**src/pkg/dcd_pkg.sv**
```systemverilog
`default_nettype none
package dcd_pkg;
  localparam int unsigned DCD_WORD_W = 16;
  localparam int unsigned DCD_ADDR_W = 4;
  localparam int unsigned DCD_DATA_W = 32;
  // register byte offsets
  localparam logic [3:0] REG_CTRL = 4'h0;
  localparam logic [3:0] REG_STATUS = 4'h4;
  localparam logic [3:0] REG_LAST = 4'h8;
  localparam logic [3:0] REG_ILLCNT = 4'hc;
  // register fields
  localparam int unsigned CTRL_EN_BIT = 0;
  localparam logic CTRL_EN_RESET = 1'b1;
  localparam int unsigned STAT_BUSY_BIT = 0;
  localparam int unsigned STAT_ILL_BIT = 1;
  localparam int unsigned STAT_OP_LSB = 8;
  localparam int unsigned STAT_OP_W = 6;
  localparam int unsigned LAST_CONST_LSB = 16;
  localparam logic [1:0] RESP_OKAY = 2'h0;
  localparam logic [1:0] RESP_SLVERR = 2'h2;
  // instruction fields
  localparam int unsigned AUX_SEL_LSB = 0;
  localparam int unsigned AUX_SEL_W = 3;
  localparam int unsigned SHIFT_LSB = 8;
  localparam int unsigned SHIFT_W = 4;
  localparam int unsigned STORE_SHIFT_W = 3;
  localparam int unsigned STATUS_CODE_W = 4;
  // whole-word encodings
  localparam logic [15:0] OPC_NO_OPERATION = 16'h8b00;
  localparam logic [15:0] OPC_RETURN = 16'hef00;
  // cycle counts
  localparam logic [2:0] CYC_ONE = 3'h1;
  localparam logic [2:0] CYC_TWO = 3'h2;
  localparam logic [2:0] CYC_THREE = 3'h3;
  localparam logic [2:0] CYC_FOUR = 3'h4;
  typedef enum logic [5:0] {
    op_illegal, op_load_t_subtract_product, op_multiply_accumulate_const,
    op_multiply_accumulate_move, op_load_aux_pointer, op_modify_aux_pointer,
    op_multiply_by_t, op_multiply_immediate, op_multiply_add_prev,
    op_multiply_sub_prev, op_multiply_unsigned, op_normalize_acc,
    op_negate_acc, op_no_operation, op_or_const_high, op_or_const_shift,
    op_product_to_acc, op_subtract_product, op_pop_to_acc, op_push_from_acc,
    op_stack_to_memory, op_memory_to_stack, op_subroutine_return,
    op_conditional_return, op_repeat_imm, op_repeat_mem, op_store_high_acc,
    op_store_low_acc, op_set_status_bit, op_product_shift_select,
    op_square_add, op_square_subtract, op_store_status_word_zero,
    op_store_status_word_one, op_store_product_high, op_store_product_low,
    op_store_long_constant, op_subtract_shifted, op_subtract_high,
    op_subtract_short_imm, op_subtract_long_imm, op_aux_subtract_immediate
  } dcd_op_t;
  typedef enum logic [1:0] {
    st_issue   = 2'h0,
    st_operand = 2'h1,
    st_stall   = 2'h3
  } dcd_state_t;
endpackage
`default_nettype wire
```
**src/hdl/dcd_decoder.sv**
```systemverilog
`timescale 1ns/1ps
`default_nettype none
module dcd_decoder
  import dcd_pkg::*;
(
  // clock and reset
  input  wire logic                  aclk,
  input  wire logic                  aresetn,
  // axi4-lite write
  input  wire logic [DCD_ADDR_W-1:0] s_axi_awaddr,
  input  wire logic                  s_axi_awvalid,
  output logic                       s_axi_awready,
  input  wire logic [DCD_DATA_W-1:0] s_axi_wdata,
  input  wire logic [3:0]            s_axi_wstrb,
  input  wire logic                  s_axi_wvalid,
  output logic                       s_axi_wready,
  output logic [1:0]                 s_axi_bresp,
  output logic                       s_axi_bvalid,
  input  wire logic                  s_axi_bready,
  // axi4-lite read
  input  wire logic [DCD_ADDR_W-1:0] s_axi_araddr,
  input  wire logic                  s_axi_arvalid,
  output logic                       s_axi_arready,
  output logic [DCD_DATA_W-1:0]      s_axi_rdata,
  output logic [1:0]                 s_axi_rresp,
  output logic                       s_axi_rvalid,
  input  wire logic                  s_axi_rready,
  // instruction words from fetch
  input  wire logic                  instr_valid,
  input  wire logic [DCD_WORD_W-1:0] instr_word,
  output logic                       instr_ready,
  input  wire logic                  cond_met,
  // decoded instruction
  output logic                       dec_valid,
  output var dcd_op_t                dec_op,
  output logic [DCD_WORD_W-1:0]      dec_word,
  output logic [DCD_WORD_W-1:0]      dec_const,
  output logic [AUX_SEL_W-1:0]       dec_aux_sel,
  output logic [SHIFT_W-1:0]         dec_shift,
  output logic [2:0]                 dec_cycles,
  output logic                       dec_illegal
);

  dcd_state_t            state_ff, nxt_state;
  logic [2:0]            stall_cnt_ff, nxt_cnt;
  dcd_op_t               op_c, op_hold_ff, fire_op;
  logic                  two_word_c;
  logic [2:0]            cycles_c, cyc_hold_ff, fire_cyc;
  logic [DCD_WORD_W-1:0] word_hold_ff, fire_word, fire_const;
  logic                  fire, accept, issuing;
  logic                  ctrl_en_ff, ill_seen_ff, nxt_ill_seen;
  logic [15:0]           ill_cnt_ff, nxt_ill_cnt;
  logic                  ill_event;

  // opcode table, first match wins
  always_comb
  begin
    op_c = op_illegal;
    two_word_c = 1'b0;
    cycles_c = CYC_ONE;
    casez (instr_word)
      16'h74??: op_c = op_load_t_subtract_product;
      16'ha2??:
      begin
        op_c = op_multiply_accumulate_const;
        two_word_c = 1'b1;
        cycles_c = CYC_THREE;
      end
      16'ha3??:
      begin
        op_c = op_multiply_accumulate_move;
        two_word_c = 1'b1;
        cycles_c = CYC_THREE;
      end
      OPC_NO_OPERATION: op_c = op_no_operation;
      16'b1000_1011_1000_1???: op_c = op_load_aux_pointer;
      16'h8b??: op_c = op_modify_aux_pointer;
      16'h54??: op_c = op_multiply_by_t;
      16'b110?_????_????_????: op_c = op_multiply_immediate;
      16'h50??: op_c = op_multiply_add_prev;
      16'h51??: op_c = op_multiply_sub_prev;
      16'h55??: op_c = op_multiply_unsigned;
      16'ha0??: op_c = op_normalize_acc;
      16'hbe02: op_c = op_negate_acc;
      16'hbe82:
      begin
        op_c = op_or_const_high;
        two_word_c = 1'b1;
        cycles_c = CYC_TWO;
      end
      16'hbfc?:
      begin
        op_c = op_or_const_shift;
        two_word_c = 1'b1;
        cycles_c = CYC_TWO;
      end
      16'hbfa?:
      begin
        op_c = op_subtract_long_imm;
        two_word_c = 1'b1;
        cycles_c = CYC_TWO;
      end
      16'hbf??: op_c = op_product_shift_select;
      16'hbe03: op_c = op_product_to_acc;
      16'hbe05: op_c = op_subtract_product;
      16'hbe32: op_c = op_pop_to_acc;
      16'hbe3c: op_c = op_push_from_acc;
      16'h8a??: op_c = op_stack_to_memory;
      16'h76??: op_c = op_memory_to_stack;
      OPC_RETURN:
      begin
        op_c = op_subroutine_return;
        cycles_c = CYC_FOUR;
      end
      16'b1110_11??_????_????:
      begin
        op_c = op_conditional_return;
        cycles_c = cond_met ? CYC_FOUR : CYC_TWO;
      end
      16'hbb??: op_c = op_repeat_imm;
      16'h0b??: op_c = op_repeat_mem;
      16'b1001_1???_????_????: op_c = op_store_high_acc;
      16'b1001_0???_????_????: op_c = op_store_low_acc;
      16'hbe4f, 16'hbe45, 16'hbe41, 16'hbe43,
      16'hbe4b, 16'hbe4d, 16'hbe47: op_c = op_set_status_bit;
      16'h53??: op_c = op_square_subtract;
      16'h52??: op_c = op_square_add;
      16'h8e??: op_c = op_store_status_word_zero;
      16'h8f??: op_c = op_store_status_word_one;
      16'h8d??: op_c = op_store_product_high;
      16'h8c??: op_c = op_store_product_low;
      16'hae??:
      begin
        op_c = op_store_long_constant;
        two_word_c = 1'b1;
        cycles_c = CYC_TWO;
      end
      16'h3???: op_c = op_subtract_shifted;
      16'h65??: op_c = op_subtract_high;
      16'hba??: op_c = op_subtract_short_imm;
      16'h7c??: op_c = op_aux_subtract_immediate;
      default: op_c = op_illegal;
    endcase
  end

  // instruction handshake
  assign issuing = (state_ff == st_issue);
  assign instr_ready = (issuing && ctrl_en_ff) || (state_ff == st_operand);
  assign accept = instr_valid && instr_ready;
  assign fire_op = issuing ? op_c : op_hold_ff;
  assign fire_cyc = issuing ? cycles_c : cyc_hold_ff;
  assign fire_word = issuing ? instr_word : word_hold_ff;
  assign fire_const = issuing ? '0 : instr_word;
  assign ill_event = fire && (fire_op == op_illegal);

  always_comb
  begin
    nxt_state = state_ff;
    nxt_cnt = stall_cnt_ff;
    fire = 1'b0;
    case (state_ff)
      st_issue:
        if (accept)
        begin
          if (two_word_c)
            nxt_state = st_operand;
          else
          begin
            fire = 1'b1;
            if (cycles_c != CYC_ONE)
            begin
              nxt_state = st_stall;
              nxt_cnt = cycles_c - CYC_ONE;
            end
          end
        end
      st_operand:
        if (accept)
        begin
          // second word taken as constant, never decoded
          fire = 1'b1;
          if (cyc_hold_ff != CYC_TWO)
          begin
            nxt_state = st_stall;
            nxt_cnt = cyc_hold_ff - CYC_TWO;
          end
          else
            nxt_state = st_issue;
        end
      st_stall:
      begin
        nxt_cnt = stall_cnt_ff - CYC_ONE;
        if (stall_cnt_ff == CYC_ONE)
          nxt_state = st_issue;
      end
      default: nxt_state = st_issue;
    endcase
  end

  always_ff @(posedge aclk)
  begin
    if (!aresetn)
    begin
      state_ff <= st_issue;
      stall_cnt_ff <= '0;
      op_hold_ff <= op_illegal;
      cyc_hold_ff <= CYC_ONE;
      word_hold_ff <= '0;
    end
    else
    begin
      state_ff <= nxt_state;
      stall_cnt_ff <= nxt_cnt;
      if (issuing && accept)
      begin
        op_hold_ff <= op_c;
        cyc_hold_ff <= cycles_c;
        word_hold_ff <= instr_word;
      end
    end
  end

  always_ff @(posedge aclk)
  begin
    if (!aresetn)
    begin
      dec_valid <= 1'b0;
      dec_op <= op_illegal;
      dec_word <= '0;
      dec_const <= '0;
      dec_aux_sel <= '0;
      dec_shift <= '0;
      dec_cycles <= '0;
      dec_illegal <= 1'b0;
    end
    else
    begin
      dec_valid <= fire;
      if (fire)
      begin
        dec_op <= fire_op;
        dec_word <= fire_word;
        dec_const <= fire_const;
        dec_aux_sel <= fire_word[AUX_SEL_LSB +: AUX_SEL_W];
        dec_shift <= fire_word[SHIFT_LSB +: SHIFT_W];
        dec_cycles <= fire_cyc;
        dec_illegal <= (fire_op == op_illegal);
      end
    end
  end

  // axi4-lite slave
  logic                  aw_got_ff, w_got_ff, bvalid_ff, rvalid_ff;
  logic [DCD_ADDR_W-1:0] awaddr_ff;
  logic [DCD_DATA_W-1:0] wdata_ff, rdata_ff, rd_mux;
  logic [3:0]            wstrb_ff;
  logic [1:0]            bresp_ff, rresp_ff;
  wire                   wr_do, wr_ctrl, wr_status, wr_last, wr_cnt;
  wire                   wr_map, rd_map, ar_fire, ill_clear;

  assign s_axi_awready = !aw_got_ff && !bvalid_ff;
  assign s_axi_wready = !w_got_ff && !bvalid_ff;
  assign s_axi_bvalid = bvalid_ff;
  assign s_axi_bresp = bresp_ff;
  assign s_axi_arready = !rvalid_ff;
  assign s_axi_rvalid = rvalid_ff;
  assign s_axi_rdata = rdata_ff;
  assign s_axi_rresp = rresp_ff;

  assign wr_do = aw_got_ff && w_got_ff && !bvalid_ff;
  assign wr_ctrl = wr_do && (awaddr_ff == REG_CTRL);
  assign wr_status = wr_do && (awaddr_ff == REG_STATUS);
  assign wr_last = wr_do && (awaddr_ff == REG_LAST);
  assign wr_cnt = wr_do && (awaddr_ff == REG_ILLCNT);
  assign wr_map = wr_ctrl || wr_status || wr_last || wr_cnt;
  assign ill_clear = wr_status && wstrb_ff[0] && wdata_ff[STAT_ILL_BIT];
  assign ar_fire = s_axi_arvalid && !rvalid_ff;
  assign rd_map = (s_axi_araddr == REG_CTRL) || (s_axi_araddr == REG_STATUS)
               || (s_axi_araddr == REG_LAST) || (s_axi_araddr == REG_ILLCNT);

  always_comb
  begin
    rd_mux = '0;
    case (s_axi_araddr)
      REG_CTRL: rd_mux[CTRL_EN_BIT] = ctrl_en_ff;
      REG_STATUS:
      begin
        rd_mux[STAT_BUSY_BIT] = !issuing;
        rd_mux[STAT_ILL_BIT] = ill_seen_ff;
        rd_mux[STAT_OP_LSB +: STAT_OP_W] = dec_op;
      end
      REG_LAST:
      begin
        rd_mux[DCD_WORD_W-1:0] = dec_word;
        rd_mux[LAST_CONST_LSB +: DCD_WORD_W] = dec_const;
      end
      REG_ILLCNT: rd_mux[15:0] = ill_cnt_ff;
      default: rd_mux = '0;
    endcase
  end

  // sticky flag and count: a new illegal word beats a clear
  assign nxt_ill_seen = ill_event || (ill_seen_ff && !ill_clear);
  assign nxt_ill_cnt = wr_cnt ? {15'h0000, ill_event}
                     : (ill_event && (ill_cnt_ff != 16'hffff))
                       ? ill_cnt_ff + 16'h0001 : ill_cnt_ff;

  always_ff @(posedge aclk)
  begin
    if (!aresetn)
    begin
      aw_got_ff <= 1'b0;
      w_got_ff <= 1'b0;
      awaddr_ff <= '0;
      wdata_ff <= '0;
      wstrb_ff <= '0;
      bvalid_ff <= 1'b0;
      bresp_ff <= RESP_OKAY;
    end
    else
    begin
      if (s_axi_awvalid && s_axi_awready)
      begin
        aw_got_ff <= 1'b1;
        awaddr_ff <= s_axi_awaddr;
      end
      if (s_axi_wvalid && s_axi_wready)
      begin
        w_got_ff <= 1'b1;
        wdata_ff <= s_axi_wdata;
        wstrb_ff <= s_axi_wstrb;
      end
      if (wr_do)
      begin
        aw_got_ff <= 1'b0;
        w_got_ff <= 1'b0;
        bvalid_ff <= 1'b1;
        bresp_ff <= wr_map ? RESP_OKAY : RESP_SLVERR;
      end
      else if (bvalid_ff && s_axi_bready)
        bvalid_ff <= 1'b0;
    end
  end

  always_ff @(posedge aclk)
  begin
    if (!aresetn)
    begin
      rvalid_ff <= 1'b0;
      rdata_ff <= '0;
      rresp_ff <= RESP_OKAY;
    end
    else if (ar_fire)
    begin
      rvalid_ff <= 1'b1;
      rdata_ff <= rd_mux;
      rresp_ff <= rd_map ? RESP_OKAY : RESP_SLVERR;
    end
    else if (rvalid_ff && s_axi_rready)
      rvalid_ff <= 1'b0;
  end

  always_ff @(posedge aclk)
  begin
    if (!aresetn)
    begin
      ctrl_en_ff <= CTRL_EN_RESET;
      ill_seen_ff <= 1'b0;
      ill_cnt_ff <= '0;
    end
    else
    begin
      if (wr_ctrl && wstrb_ff[0])
        ctrl_en_ff <= wdata_ff[CTRL_EN_BIT];
      ill_seen_ff <= nxt_ill_seen;
      ill_cnt_ff <= nxt_ill_cnt;
    end
  end

  // checks
  property p_return_stall;
    @(posedge aclk) disable iff (!aresetn)
    (issuing && accept && op_c == op_subroutine_return)
      |=> (!instr_ready)[*3] ##1 (state_ff == st_issue);
  endproperty
  a_return_stall: assert property (p_return_stall)
    else $error("return did not stall three cycles");

  property p_cond_return_skip;
    @(posedge aclk) disable iff (!aresetn)
    (issuing && accept && op_c == op_conditional_return && !cond_met)
      |=> !instr_ready ##1 (state_ff == st_issue);
  endproperty
  a_cond_return_skip: assert property (p_cond_return_skip)
    else $error("untaken conditional return not two cycles");

  property p_mul_acc_three;
    @(posedge aclk) disable iff (!aresetn)
    (state_ff == st_operand && accept
      && op_hold_ff == op_multiply_accumulate_const)
      |=> dec_valid && !instr_ready ##1 (state_ff == st_issue);
  endproperty
  a_mul_acc_three: assert property (p_mul_acc_three)
    else $error("multiply-accumulate not three cycles");

  property p_second_word;
    @(posedge aclk) disable iff (!aresetn)
    (issuing && accept && two_word_c)
      |=> (state_ff == st_operand) && !dec_valid;
  endproperty
  a_second_word: assert property (p_second_word)
    else $error("second word not awaited as operand");

  property p_illegal;
    @(posedge aclk) disable iff (!aresetn)
    (issuing && accept && op_c == op_illegal)
      |=> dec_valid && dec_illegal && (state_ff == st_issue);
  endproperty
  a_illegal: assert property (p_illegal)
    else $error("unmatched word not flagged");

  property p_no_op;
    @(posedge aclk) disable iff (!aresetn)
    (issuing && accept && instr_word == OPC_NO_OPERATION)
      |=> dec_valid && dec_op == op_no_operation && dec_cycles == CYC_ONE;
  endproperty
  a_no_op: assert property (p_no_op)
    else $error("no-operation word misdecoded");

  property p_aux_sel;
    @(posedge aclk) disable iff (!aresetn)
    (issuing && accept && op_c == op_load_aux_pointer)
      |=> dec_aux_sel == $past(instr_word[AUX_SEL_W-1:0]);
  endproperty
  a_aux_sel: assert property (p_aux_sel)
    else $error("aux select field lost");

  property p_sticky;
    @(posedge aclk) disable iff (!aresetn)
    (ill_event && ill_clear) |=> ill_seen_ff ##1 ill_seen_ff;
  endproperty
  a_sticky: assert property (p_sticky)
    else $error("illegal flag lost against clear");

endmodule // dcd_decoder
`default_nettype wire

```
**config.mk**
```make
export PLATFORM = sky130hd
export DESIGN_NAME = dcd_decoder
export DESIGN_NICKNAME = d
export VERILOG_FILES = /design/src/pkg/dcd_pkg.sv /design/src/hdl/dcd_decoder.sv
export SDC_FILE = /design/constraint.sdc
export NUM_CORES = 1
export LEC_CHECK = 0
export ABC_CLOCK_PERIOD_IN_PS = 5350
export BUFFER_PORTS_ARGS = -buffer_cell sky130_fd_sc_hd__buf_2
export CORE_MARGIN = 5
export CORE_UTILIZATION = 59
export DETAILED_ROUTE_END_ITERATION = 10
export GPL_TIMING_DRIVEN = 0
export HOLD_SLACK_MARGIN = 0.08
export PLACE_DENSITY = 0.86
export SYNTH_ARGS = -nofsm -noshare
export SYNTH_HDL_FRONTEND = slang
export SYNTH_SLANG_ARGS = --single-unit
```
**constraint.sdc**
```tcl
create_clock -name aclk -period 5.35 [get_ports aclk]
set_input_delay 1.07 -clock aclk [delete_from_list [all_inputs] [get_ports aclk]]
set_output_delay 1.07 -clock aclk [all_outputs]
set_load 0.02 [all_outputs]
```
==> results.yml <==
global_routing:
  grt_pass1_wl_mm: 36.4
  antenna_found_initial: 0
  grt_pass1_vias: 6995
  grt_max_degree: 17
  overflow: 0
  grt_usage: 0.318
drt:
  drc: 0
  final_antenna_net_count: 0
  via_per_inst: 6.32
  dr.pass1.iters: 6
  drt_iter0_drc: 951
  routed_wirelength_mm: 23.0
  vias: 7416
  wl_per_cell_um: 19.6
setup_path:
  critPathCaptureType: "flip-flop"
  slowest_delay_ps: 540
  critical_path_arrival_ps: 4670
  start_kind: "primary input"
  rr_worst_depth: 11
  cp_top_family: "compound AO/OA/AOI/OAI gates"
  critical_path.slowest_cell: "a2111oi_4"
  r2r-start: "state_ff[1]$_SDFFE_PN0P_"
  crit_required_ps: 5630
  crit_path_max_fanout: 10
  crit_chain: "buf_2 -> buf_4 -> clkbuf_1 -> nand4b_1 -> nor4_2 -> nor3b_1 -> nand3_1 -> a32oi_1 -> a2111oi_4 -> o211ai_4 -> buf_6 -> clkbuf_1 -> o31ai_1 -> a21oi_1"
  critical_path_class: "in -> reg"
  r2r_slack_ps: 1760
  rr_endpoint: "ill_cnt_ff[7]$_SDFFE_PP0P_"
  cp_num_buf_inv: 5
  crit_top_cell: "clkbuf_1"
logic_synthesis:
  synth_area_um2: 6990
  synth_cells: 876
  async_reset_ff_frac: 0
  synth_edf_count: 0
  synth_area_leader_cell: "dfxtp_1"
  netlist_top_cells_area: "dfxtp_1, a21oi_1, nor2_1"
  synth_cell_type_count: 73
  syn_avg_cell_area_um2: 7.98
  ys_warn_count: 0
  synth-seq-area-share: 0.389
  synth-main-ff-cell: "dfxtp_1"
  synth-seq-cells: 136
  synth_top_cell_area_share: 0.389
clocking:
  ctsResizeCount: 0
  cts.sinks: 136
  cts_hold_buffers: 0
  cts_buffers: 17
  clk_pin_slew_ps: 60
  clk_latency_ps: 420
  tritoncts: "yes"
  cts_buffer_depth: 2
  root_buffer: "clkbuf_16"
  h-tree-depth: 4
  cts_setup_buffers: 0
final_layout:
  syn2layout_area_growth_pct: 19.9
  fillers: 875
  n_antenna_cell: 0
  seq_area_um2: 2720
  layout-drive-gt1-share: 0.188
  multiInputGateArea_um2: 3850
  final_nets: 1091
placed_design:
  hpwlAfterDp_mm: 16.7
  gp_congestion: 0.994
  port_buffers: 121
sta:
  worstMarginPinSlew_ps: 1110
  final-setup-viol-count: 0
  slew_headroom: 0.255
  fmax_mhz: 228
  hold_viol_final: 0
  fin_crit_sh: 0.820
  tns_ps: 0
  drv_slew: 0
  fin_skew_ps: 10.1
  period_needed_ps: 4390
  rsz0062_at_grt: "no"
pwr:
  finalPower_uw: 2940
  peakVddDrop_v: 0.000227
  power_density_nw_per_um2: 351
  p_leak_uw: 0.00351
floorplan:
  chipHeight_um: 119
  rows: 39
  start_util: 0.607
  io_pins: 161
  core_um2: 11500
  dieArea_um2: 14100
  die_x_um: 119
hold_path:
  hold_path_depth: 2
  worstHoldEndpoint: "dec_cycles[2]$_SDFFE_PN0P_"
  hp-start: "dec_cycles[2]$_SDFFE_PN0P_"
  hp-class: "reg -> reg"
outcome:
  outcome: "completed"
flow_run:
  max-cap-violations: 0
[layout by cell type, fill, tap and decap left out, types with 14 or more instances in the layout]
cell	n
nand3_1	20
inv_1	14
dfxtp_1	136
buf_2	126
nor3_1	24
a22oi_1	24
clkbuf_1	62
nor2_1	120
clkbuf_16	17
mux2i_1	24
o21ai_0	16
nand2_1	106
and3_1	20
a21oi_1	92
a311oi_1	16
[cells by family after synthesis]
logic type / synth area share
simple gates: 0.284
compound gates: 0.206
flops: 0.389
buf+inv: 0.0600
mux: 0.0456
fa+ha+maj: 0.00895
xor+xnor: 0.00501
other cells: 0.000536
[through the flow]
step                      hold slack [ps]  area (um2)   util  cells  setup WS, ps
after global placement                438        7780  0.675   1141           721
after CTS                             454        8380  0.728   1173          1100
after detailed placement              447        7780  0.675   1141           758
final                                 455        8380  0.728   1173           963
after global routing                  478        8380  0.728   1173           881
after floorplan                       432        6990      -    877          1470
[layout make-up]
class / count / area share
Timing Repair Buffer: 121 / 0.0723
Buffer: 80 / 0.0438
Inverter: 14 / 0.00627
Multi-Input combinational cell: 647 / 0.460
Clock buffer: 19 / 0.0517
Sequential cell: 136 / 0.325
Tap cell: 143 / 0.0214
Clock inverter: 13 / 0.0200
[metal layers]
metal	vias to the layer above	track usage	share of wire
li1	3427	-	-
met1	3441	0.392	0.40
met2	444	0.528	0.47
met3	104	0.0630	0.086
met4	0	0.169	0.049
met5	-	0	0
[synth_stat cells (14+ instances only)]
library cell,n
nor2_1,120
a22oi_1,24
a21oi_1,92
nor3_1,24
inv_1,14
clkbuf_1,60
o21ai_0,16
nand3_1,20
nand2_1,106
mux2i_1,24
a311oi_1,16
and3_1,20
dfxtp_1,136
[state kept, by name (all words and copies together) (netlist names), 4 cells and up]
register,flops
s_axi_rdata,32
dec_const,16
dec_word,16
ill_cnt_ff,16
word_hold_ff,16
dec_op,6
op_hold_ff,6
awaddr_ff,4
[worst reg2reg max path, stage by stage, from the launching register on]
cell and delay, ps:
dfxtp_1 380, nor2_1 300, nand3_1 250, or3_1 360, o21ai_0 430, o21ai_0 280
a2111oi_4 360, o211ai_4 170, buf_6 180, clkbuf_1 250, o31ai_1 360, a21oi_1 120
[how the worst max path moves through the flow]
stage                               from                     endpoint  slack [ps]  cells past startpoint
after global placement     instr_word[9]  ill_cnt_ff[14]$_SDFFE_PP0P_         720                     13
after CTS                 instr_word[15]   ill_cnt_ff[7]$_SDFFE_PP0P_        1100                     14
final                     instr_word[15]   ill_cnt_ff[7]$_SDFFE_PP0P_         960                     14
after floorplan            instr_word[0]  ill_cnt_ff[11]$_SDFFE_PP0P_        1470                     11
after detailed placement  instr_word[15]  ill_cnt_ff[14]$_SDFFE_PP0P_         760                     14
after global routing      instr_word[15]   ill_cnt_ff[7]$_SDFFE_PP0P_         880                     14
[power breakdown]
| part | internal (uW) | switching [uW] | total, uW |
|---|---|---|---|
| logic | 197 | 397 | 593 |
| registers | 1080 | 67.4 | 1150 |
| clock network | 740 | 459 | 1200 |
| total | 2020 | 923 | 2940 |
(Power assumes the default switching activity.)
